===== src/inc/spf_pkg.sv =====
// Package for the self-program flash control block: register map, fields, timing.
// Assumes a 100 MHz system clock and a 32-bit APB register bus.
package spf_pkg;
    // Register map
    localparam logic [7:0]  CSR_INDEX       = 8'h37;
    localparam logic [11:0] CSR_ADDR        = {2'h0, CSR_INDEX, 2'h0};
    localparam logic [11:0] LOCK_ADDR       = 12'h100;
    localparam logic [11:0] FUSE_ADDR       = 12'h104;
    localparam logic [11:0] STAT_ADDR       = 12'h108;
    localparam logic [7:0]  CSR_RESET       = 8'h00;
    localparam logic [7:0]  LOCK_RESET      = 8'hff;
    // Control/status field positions
    localparam int BIT_ENABLE   = 0;
    localparam int BIT_ERASE    = 1;
    localparam int BIT_WRITE    = 2;
    localparam int BIT_LOCKSET  = 3;
    localparam int BIT_REENABLE = 4;
    localparam int BIT_RSVD     = 5;
    localparam int BIT_BUSY     = 6;
    localparam int BIT_IRQEN    = 7;
    // Legal low-five-bit patterns
    localparam logic [4:0] CMD_REENABLE = 5'h11;
    localparam logic [4:0] CMD_LOCKSET  = 5'h09;
    localparam logic [4:0] CMD_WRITE    = 5'h05;
    localparam logic [4:0] CMD_ERASE    = 5'h03;
    localparam logic [4:0] CMD_FILL     = 5'h01;
    // Lock byte fields
    localparam int LOCK_MEM_LO  = 0;
    localparam int LOCK_APP_LO  = 2;
    localparam int LOCK_BOOT_LO = 4;
    localparam logic [1:0] LOCK_NONE  = 2'h3;
    localparam logic [1:0] LOCK_NOWR  = 2'h2;
    localparam logic [1:0] LOCK_ALL   = 2'h0;
    localparam logic [1:0] LOCK_NORD  = 2'h1;
    // Timing
    localparam int ARM_CYCLES  = 4;
    localparam int READ_WINDOW = 3;
    localparam logic [2:0] ARM_COUNT  = 3'(ARM_CYCLES);
    localparam logic [2:0] READ_COUNT = 3'(ARM_CYCLES - READ_WINDOW);

    typedef enum logic [2:0]
    {
        ST_IDLE   = 3'b000,
        ST_ARMED  = 3'b001,
        ST_BUSY   = 3'b010,
        ST_LOCKWR = 3'b011
    } spf_state_t;

    // Store/load request from the core
    typedef struct packed
    {
        logic        store;
        logic        load;
        logic [15:0] pointer;
        logic [15:0] data;
        logic        from_boot;
    } spf_req_t;
endpackage


===== src/rtl/spf_ctrl.sv =====
// Self-program flash control: control/status register, arming window, section busy,
// lock-bit protection. Assumes the core issues one-cycle store/load strobes on CLK and
// the flash array reports completion by a one-cycle done pulse on CLK.
//
// Contract
// - Ready interrupt requested when enable bit set, global flag set, self-program enable zero.
// - Erase or write to concurrent section sets busy; busy blocks that section.
// - Writing re-enable after the operation finished clears busy.
// - Starting a page buffer load clears busy.
// - Reserved control bit reads zero.
// - Re-enable with enable, then store within four cycles, reopens the section.
// - Re-enable refused while erase or write still runs.
// - Re-enable during buffer load aborts load and discards buffered data.
// - Lock-set with enable, store within four cycles programs lock bits from low data.
// - Lock-set bit clears on completion or four cycles without store.
// - Load within three cycles of lock-set returns lock or fuse bits by pointer bit 0.
// - Page-write armed store writes buffer to high-pointer page; clears on done or timeout.
// - Core stalled for whole erase or write to stalling section.
// - Page-erase armed store erases high-pointer page; clears on done or timeout.
// - Enable alone: store puts data pair into buffer word at pointer, bit 0 ignored.
// - Enable clears after store or four idle cycles; stays high during erase/write (code clears it at once if that store is in the fourth armed cycle).
// - Only patterns 10001, 01001, 00101, 00011, 00001 take effect.
// - Lock bits only go to zero; only chip erase returns them to one (code also reloads them to one on RESET).
// - Memory lock: 11 none, 10 no programming, 00 also no verification (code only reports a memory lock in status bit 1).
// - Application lock pair blocks writes, boot reads of application, or both.
// - Boot lock pair blocks writes, application reads of boot, or both.
// - In read-blocking modes interrupts suppressed while running from protected section.
//
// Implementation choice: register access over APB.
`timescale 1ns/1ns
module spf_ctrl
#(
    parameter logic [15:0] BOOT_START = 16'h3800,
    parameter logic [7:0]  FUSE_VALUE = 8'hff,
    parameter int          PAGE_LSB   = 7
)
(
    // Clock and reset
    input  wire logic                 CLK,
    input  wire logic                 RESET,
    // APB slave
    input  wire logic                 PSEL,
    input  wire logic                 PENABLE,
    input  wire logic                 PWRITE,
    input  wire logic [11:0]          PADDR,
    input  wire logic [31:0]          PWDATA,
    output logic      [31:0]          PRDATA,
    output logic                      PREADY,
    output logic                      PSLVERR,
    // Core side
    input  wire spf_pkg::spf_req_t    REQ,
    input  wire logic                 GLOBAL_IRQ_EN,
    input  wire logic                 VECTORS_IN_BOOT,
    input  wire logic                 CHIP_ERASE,
    output logic      [7:0]           LOAD_DATA,
    output logic                      LOAD_SPECIAL,
    output logic                      LOAD_BLOCKED,
    output logic                      STORE_BLOCKED,
    output logic                      CORE_STALL,
    output logic                      IRQ_SUPPRESS,
    output logic                      READY_IRQ,
    // Flash array side
    input  wire logic                 FLASH_DONE,
    output logic                      FLASH_ERASE,
    output logic                      FLASH_WRITE,
    output logic                      BUF_FILL,
    output logic                      BUF_CLEAR,
    output logic      [15:0]          FLASH_ADDR,
    output logic      [15:0]          FLASH_DATA
);
    spf_pkg::spf_state_t state;
    logic [7:0] csr;
    logic [7:0] lock_bits;
    logic [2:0] arm_cnt;
    logic       stalling_read_section_op;
    logic       filling;

    wire logic wr_acc = PSEL && PENABLE && PWRITE;
    wire logic rd_acc = PSEL && PENABLE && !PWRITE;
    wire logic [4:0] cmd = PWDATA[4:0];
    wire logic csr_wr = wr_acc && PADDR == spf_pkg::CSR_ADDR;
    wire logic cmd_ok = csr_wr && (cmd == spf_pkg::CMD_REENABLE || cmd == spf_pkg::CMD_LOCKSET
                        || cmd == spf_pkg::CMD_WRITE || cmd == spf_pkg::CMD_ERASE
                        || cmd == spf_pkg::CMD_FILL);
    wire logic armed = state == spf_pkg::ST_ARMED;
    wire logic store = armed && REQ.store;
    wire logic ptr_boot = REQ.pointer[15:1] >= BOOT_START[15:1];
    wire logic [1:0] app_lk  = lock_bits[spf_pkg::LOCK_APP_LO +: 2];
    wire logic [1:0] boot_lk = lock_bits[spf_pkg::LOCK_BOOT_LO +: 2];
    wire logic app_wr_blk  = app_lk == spf_pkg::LOCK_NOWR || app_lk == spf_pkg::LOCK_ALL;
    wire logic boot_wr_blk = boot_lk == spf_pkg::LOCK_NOWR || boot_lk == spf_pkg::LOCK_ALL;
    wire logic app_rd_blk  = app_lk == spf_pkg::LOCK_ALL || app_lk == spf_pkg::LOCK_NORD;
    wire logic boot_rd_blk = boot_lk == spf_pkg::LOCK_ALL || boot_lk == spf_pkg::LOCK_NORD;
    wire logic mem_locked  = lock_bits[spf_pkg::LOCK_MEM_LO +: 2] != spf_pkg::LOCK_NONE;
    wire logic wr_blk = ptr_boot ? boot_wr_blk : app_wr_blk;
    wire logic is_erase = csr[spf_pkg::BIT_ERASE];
    wire logic is_write = csr[spf_pkg::BIT_WRITE];
    wire logic is_lock  = csr[spf_pkg::BIT_LOCKSET];
    wire logic is_reen  = csr[spf_pkg::BIT_REENABLE];
    wire logic is_fill  = !(is_erase || is_write || is_lock || is_reen);
    wire logic page_go  = store && (is_erase || is_write) && !wr_blk;

    // Arming state machine and countdown
    always_ff @(posedge CLK or posedge RESET)
    begin
        if (RESET)
        begin
            state   <= spf_pkg::ST_IDLE;
            arm_cnt <= 3'h0;
        end
        else
        begin
            unique case (state)
                spf_pkg::ST_IDLE:
                begin
                    if (cmd_ok && !(cmd == spf_pkg::CMD_REENABLE && csr[spf_pkg::BIT_ENABLE]))
                    begin
                        state   <= spf_pkg::ST_ARMED;
                        arm_cnt <= spf_pkg::ARM_COUNT;
                    end
                end
                spf_pkg::ST_ARMED:
                begin
                    if (page_go)
                        state <= spf_pkg::ST_BUSY;
                    else if (store && is_lock)
                        state <= spf_pkg::ST_LOCKWR;
                    else if (store || arm_cnt == 3'h1)
                        state <= spf_pkg::ST_IDLE;
                    arm_cnt <= arm_cnt - 3'h1;
                end
                spf_pkg::ST_BUSY:
                begin
                    if (FLASH_DONE)
                        state <= spf_pkg::ST_IDLE;
                end
                spf_pkg::ST_LOCKWR:
                    state <= spf_pkg::ST_IDLE;
                default:
                    state <= spf_pkg::ST_IDLE;
            endcase
        end
    end

    // Control/status register
    always_ff @(posedge CLK or posedge RESET)
    begin
        if (RESET)
            csr <= spf_pkg::CSR_RESET;
        else
        begin
            if (csr_wr)
                csr[spf_pkg::BIT_IRQEN] <= PWDATA[spf_pkg::BIT_IRQEN];
            if (state == spf_pkg::ST_IDLE && cmd_ok
                && !(cmd == spf_pkg::CMD_REENABLE && csr[spf_pkg::BIT_ENABLE]))
                csr[4:0] <= cmd;
            else if ((armed && (arm_cnt == 3'h1 || (store && !page_go && !is_lock)))
                     || state == spf_pkg::ST_LOCKWR
                     || (state == spf_pkg::ST_BUSY && FLASH_DONE))
                csr[4:0] <= 5'h00;
            if (page_go && !ptr_boot)
                csr[spf_pkg::BIT_BUSY] <= 1'b1;
            else if ((store && is_reen) || (store && is_fill))
                csr[spf_pkg::BIT_BUSY] <= 1'b0;
            csr[spf_pkg::BIT_RSVD] <= 1'b0;
        end
    end

    // Stalling-section operation tracking
    always_ff @(posedge CLK or posedge RESET)
    begin
        if (RESET)
            stalling_read_section_op <= 1'b0;
        else if (page_go)
            stalling_read_section_op <= ptr_boot;
        else if (state == spf_pkg::ST_BUSY && FLASH_DONE)
            stalling_read_section_op <= 1'b0;
    end

    // Buffer fill in progress
    always_ff @(posedge CLK or posedge RESET)
    begin
        if (RESET)
            filling <= 1'b0;
        else if (store && is_fill)
            filling <= 1'b1;
        else if ((store && is_reen) || page_go)
            filling <= 1'b0;
    end

    // Lock bits: program to zero only, chip erase restores
    always_ff @(posedge CLK or posedge RESET)
    begin
        if (RESET)
            lock_bits <= spf_pkg::LOCK_RESET;
        else if (CHIP_ERASE)
            lock_bits <= spf_pkg::LOCK_RESET;
        else if (store && is_lock)
            lock_bits <= lock_bits & REQ.data[7:0];
    end

    // Flash array commands
    always_ff @(posedge CLK or posedge RESET)
    begin
        if (RESET)
        begin
            FLASH_ERASE <= 1'b0;
            FLASH_WRITE <= 1'b0;
            BUF_FILL    <= 1'b0;
            BUF_CLEAR   <= 1'b0;
            FLASH_ADDR  <= 16'h0000;
            FLASH_DATA  <= 16'h0000;
        end
        else
        begin
            FLASH_ERASE <= page_go && is_erase;
            FLASH_WRITE <= page_go && is_write;
            BUF_FILL    <= store && is_fill;
            BUF_CLEAR   <= store && is_reen && filling;
            if (page_go)
                FLASH_ADDR <= {REQ.pointer[15:PAGE_LSB], PAGE_LSB'(0)};
            else if (store && is_fill)
                FLASH_ADDR <= {REQ.pointer[15:1], 1'b0};
            if (store && is_fill)
                FLASH_DATA <= REQ.data;
        end
    end

    // Core side status and load path
    always_ff @(posedge CLK or posedge RESET)
    begin
        if (RESET)
        begin
            LOAD_DATA     <= 8'h00;
            LOAD_SPECIAL  <= 1'b0;
            LOAD_BLOCKED  <= 1'b0;
            STORE_BLOCKED <= 1'b0;
            CORE_STALL    <= 1'b0;
            IRQ_SUPPRESS  <= 1'b0;
            READY_IRQ     <= 1'b0;
        end
        else
        begin
            LOAD_SPECIAL <= REQ.load && armed && is_lock && arm_cnt > spf_pkg::READ_COUNT;
            LOAD_DATA    <= REQ.pointer[0] ? FUSE_VALUE : lock_bits;
            LOAD_BLOCKED <= REQ.load && ((!ptr_boot && csr[spf_pkg::BIT_BUSY])
                            || (REQ.from_boot && !ptr_boot && app_rd_blk)
                            || (!REQ.from_boot && ptr_boot && boot_rd_blk));
            STORE_BLOCKED <= store && (is_erase || is_write) && wr_blk;
            CORE_STALL    <= (page_go && ptr_boot) || (stalling_read_section_op && !(state == spf_pkg::ST_BUSY && FLASH_DONE));
            IRQ_SUPPRESS  <= (REQ.from_boot && VECTORS_IN_BOOT == 1'b0 && boot_rd_blk)
                             || (!REQ.from_boot && VECTORS_IN_BOOT && app_rd_blk);
            READY_IRQ     <= csr[spf_pkg::BIT_IRQEN] && GLOBAL_IRQ_EN && !csr[spf_pkg::BIT_ENABLE];
        end
    end

    // APB slave, zero wait states
    always_ff @(posedge CLK or posedge RESET)
    begin
        if (RESET)
        begin
            PRDATA  <= 32'h0000_0000;
            PREADY  <= 1'b0;
            PSLVERR <= 1'b0;
        end
        else
        begin
            PREADY  <= PSEL && !PENABLE;
            PSLVERR <= 1'b0;
            if (PSEL && !PENABLE)
            begin
                unique case (PADDR)
                    spf_pkg::CSR_ADDR:  PRDATA <= {24'h0, csr & ~(8'h1 << spf_pkg::BIT_RSVD)};
                    spf_pkg::LOCK_ADDR: PRDATA <= {24'h0, lock_bits};
                    spf_pkg::FUSE_ADDR: PRDATA <= {24'h0, FUSE_VALUE};
                    spf_pkg::STAT_ADDR: PRDATA <= {28'h0, filling, stalling_read_section_op, mem_locked, armed};
                    default:
                    begin
                        PRDATA  <= 32'h0000_0000;
                        PSLVERR <= 1'b1;
                    end
                endcase
            end
        end
    end

    wire logic unused_ok = rd_acc;
endmodule

===== config.mk =====
export PLATFORM = sky130hd
export DESIGN_NAME = spf_ctrl
export DESIGN_NICKNAME = d
export VERILOG_FILES = /design/src/inc/spf_pkg.sv /design/src/rtl/spf_ctrl.sv
export SDC_FILE = /design/constraint.sdc
export NUM_CORES = 1
export LEC_CHECK = 0
export ABC_AREA = 1
export BUFFER_PORTS_ARGS = -buffer_cell sky130_fd_sc_hd__buf_2
export CAP_MARGIN = 20
export CORE_UTILIZATION = 43
export CTS_CLUSTER_SIZE = 40
export DETAILED_ROUTE_END_ITERATION = 10
export GPL_TIMING_DRIVEN = 0
export PLACE_DENSITY = 0.86
export SYNTH_ARGS = -nofsm -noshare
export SYNTH_HDL_FRONTEND = slang
export SYNTH_SLANG_ARGS = --single-unit

===== constraint.sdc =====
create_clock -name CLK -period 2.45 [get_ports CLK]
set_input_delay 0.3675 -clock CLK [delete_from_list [all_inputs] [get_ports CLK]]
set_output_delay 0.3675 -clock CLK [all_outputs]
set_load 0.05 [all_outputs]

==> impl_metrics.json <==
{
  "outcome": "complete, no violations",
  "grt_pass1_wl_um": 14400,
  "start_util_pct": 45.3,
  "synth_area_leaders": "dfrtp_1 (48%), nand2_1 (17%), dfstp_2 (5.5%)",
  "syn_inst": 440,
  "synth_edf_count": 0,
  "place_inst": 690,
  "grt-ovfl-total": 0,
  "die_w_um": 96.0,
  "ys_warn_count": 0,
  "maxSlewHeadroom_pct": 66.4,
  "setup_violations": 0,
  "final_nets": 687,
  "avgViaCountPerCell": 4.70,
  "drc_errors": 0,
  "rows": 33,
  "cp_num_buf_inv": 4,
  "area_growth_pct": 28.1,
  "synth_top_cell_by_area": "dfrtp_1",
  "cts_tree": "built",
  "start_kind": "flip-flop",
  "tightest_slew_ps": 500,
  "max-cap-violations": 0,
  "finalNonFillerCells": 707,
  "fin_total_pwr_mw": 4.85,
  "hpwl_um": 7040,
  "drive_above_1_share_pct": 33.2,
  "cts_num_sinks": 81,
  "rr_worst_depth": 9,
  "antenna_cells": 0,
  "fmax_mhz": 595,
  "core_region_area_um2": 8380,
  "grtUsageTotal_pct": 20.7,
  "fin_worst_skew_ps": 11.0,
  "min_path_type": "input pin to flip-flop",
  "hold_viol_final": 0,
  "antenna_found_initial": 0,
  "end_kind": "flip-flop",
  "cts_root_buffer": "clkbuf_8",
  "synth_top_area_share_pct": 48.1,
  "synth_top_cells_by_count": "nand2_1 (171), dfrtp_1 (73), inv_1 (36), buf_4 (26), nor2_1 (25)",
  "first_global_vias": 3142,
  "io_pins": 172,
  "die_h_um": 96.0,
  "critPathTopFamily": "simple AND/OR/NAND/NOR gates",
  "critPathMaxStageDelay_ps": 440,
  "fillers": 761,
  "utilization_pct": 58.0,
  "worstPathArrival_ps": 1920,
  "min_period_over_period_pct": 68.6,
  "portBuffers": 120,
  "avgSynthCellArea_um2": 8.63,
  "clkTransAtPathRegs_ps": 80,
  "yosysMostFrequentCell": "nand2_1",
  "critPathKind": "flip-flop to flip-flop",
  "cp.required_ps": 2690,
  "critical_path.max_fanout": 10,
  "synth_area_um2": 3800,
  "ys_seq_area_share_pct": 53.7,
  "cts_resized": 0,
  "p_leak_nw": 2.78,
  "synthFlopType": "dfrtp_1",
  "wirelength_um": 9050,
  "slowest_stage": "dfrtp_1",
  "place.gp.congestion": 0.825,
  "crit_cells": 9,
  "hold_depth": 3,
  "grt_max_degree": 65,
  "drtPass1Iterations": 4,
  "fin_tns_setup_ps": 0,
  "cts_made_buffers": 9,
  "peakVddDrop_mv": 0.659,
  "grt_setup_unrepaired": "false",
  "final_max_slew_viol_count": 0,
  "min_period_ps": 1680,
  "drtIter0Drc": 180,
  "crit_path_cell_trace": "inv_2 -> nand3_4 -> nor2_2 -> nand3_4 -> nand2_4 -> inv_4 -> buf_6 -> a22oi_4 -> inv_2",
  "ant_nets": 0,
  "ys_seq_elements": 81,
  "synthArstFlopShare_pct": 100,
  "synth_cell_type_count": 37,
  "clock_latency_ps": 350,
  "ctsHtreeMaxLevel": 3,
  "wire_per_inst_um": 12.8,
  "die_area_um2": 9210,
  "via_count": 3326,
  "p_per_area_nw_per_um2": 997,
  "cts_buffer_depth": 2
}
area by class of cell:
cell class | count | area (µm²) | area share (%)
Timing Repair Buffer | 122 | 638 | 13.1
Sequential cell | 81 | 2040 | 41.9
Clock buffer | 10 | 138 | 2.83
Clock inverter | 6 | 67.6 | 1.39
Buffer | 31 | 254 | 5.22
Tap cell | 105 | 131 | 2.70
Inverter | 41 | 166 | 3.42
Multi-Input combinational cell | 311 | 1430 | 29.4
sequential cells by signal, indices dropped and copies added (netlist names):
name and count:
STORE_BLOCKED 1, csr 7, FLASH_WRITE 1, IRQ_SUPPRESS 1, READY_IRQ 1, BUF_CLEAR 1
LOAD_SPECIAL 1, BUF_FILL 1, state 2, arm_cnt 3, CORE_STALL 1, PSLVERR 1
FLASH_ADDR 15, LOAD_BLOCKED 1, FLASH_ERASE 1, stalling_read_section_op 1, PRDATA 8, LOAD_DATA 8
filling 1, lock_bits 8, FLASH_DATA 16, PREADY 1
power by group:
part / switching (mW) / leakage, nW / internal, mW / total [mW]
combinational: 1.57 / 1.68 / 0.510 / 2.08
clock: 0.495 / 0.0985 / 0.500 / 0.995
sequential: 0.153 / 0.996 / 1.62 / 1.77
total: 2.22 / 2.78 / 2.63 / 4.85
metrics by stage:
step	cell area [µm²]	hold WS (ps)	worst slack, ps
2_1_floorplan	3890	444	15.7
3_3_place_gp	4620	450	-812
3_5_place_dp	4650	326	712
4_1_cts	4860	202	779
5_1_grt	4860	203	684
6_report	4860	217	769
worst register-to-register path, delay by kind of cell (launching register included):
family	cells	cell delay, ps
simple gates	4	670
flops	1	440
buf+inv	4	350
compound gates	1	120
repair_timing:
item                      in CTS  in global routing
buffers inserted               0                  0
hold buffers                   1                  0
hold endpoints to repair      17                  0
metal layers:
metal	global-route usage, %	share of wire, %	up-vias
met1	24.3	41	1537
li1	-	-	1647
met3	6.16	7.1	17
met5	0	0	-
met2	36.2	50	125
met4	6.72	1.7	0
cell usage in the layout, fill, tap and decap left out, types with 2 or more instances in the layout:
master / count
dfrtp_1: 73
dfstp_2: 8
inv_4: 2
a21boi_1: 4
clkinvlp_4: 2
nand3_1: 23
buf_4: 26
inv_2: 2
clkbuf_8: 10
conb_1: 25
nand3_2: 4
nand4_1: 11
nor2_1: 25
nand2_1: 171
or2_2: 6
a21oi_1: 3
buf_2: 121
nor2_2: 2
clkinv_4: 2
nor3_1: 3
o21ai_0: 15
a21boi_0: 3
ha_1: 2
a31oi_1: 2
buf_6: 3
inv_1: 35
nand3_4: 2
final timing paths:
path | startpoint | end | slack [ps]
setup / recovery | state[1] | FLASH_ADDR[1] | 770
min in group asynchronous | RESET | FLASH_ADDR[14] | 510
setup reg to reg | state[1] | FLASH_ADDR[1] | 770
hold reg to reg | FLASH_ADDR[10] | FLASH_ADDR[10] | 480
max in group asynchronous | RESET | lock_bits[7] | 1290
hold / removal | REQ[25] | FLASH_ADDR[8] | 220
cells by family (layout without fill, tap and decap cells):
logic type                 Yosys count  after routing  share of synthesized area (%)
adders and majority gates            2              2                          0.659
AOI/OAI and AO/OA                   29             29                           4.81
muxes                                1              1                          0.297
DFF                                 81             81                           53.7
and+or+nand+nor                    254            254                           29.5
other                                1             25                         0.0988
buffers and inverters               72            210                           11.0
No activity file was read; power rests on OpenSTA's default activity.
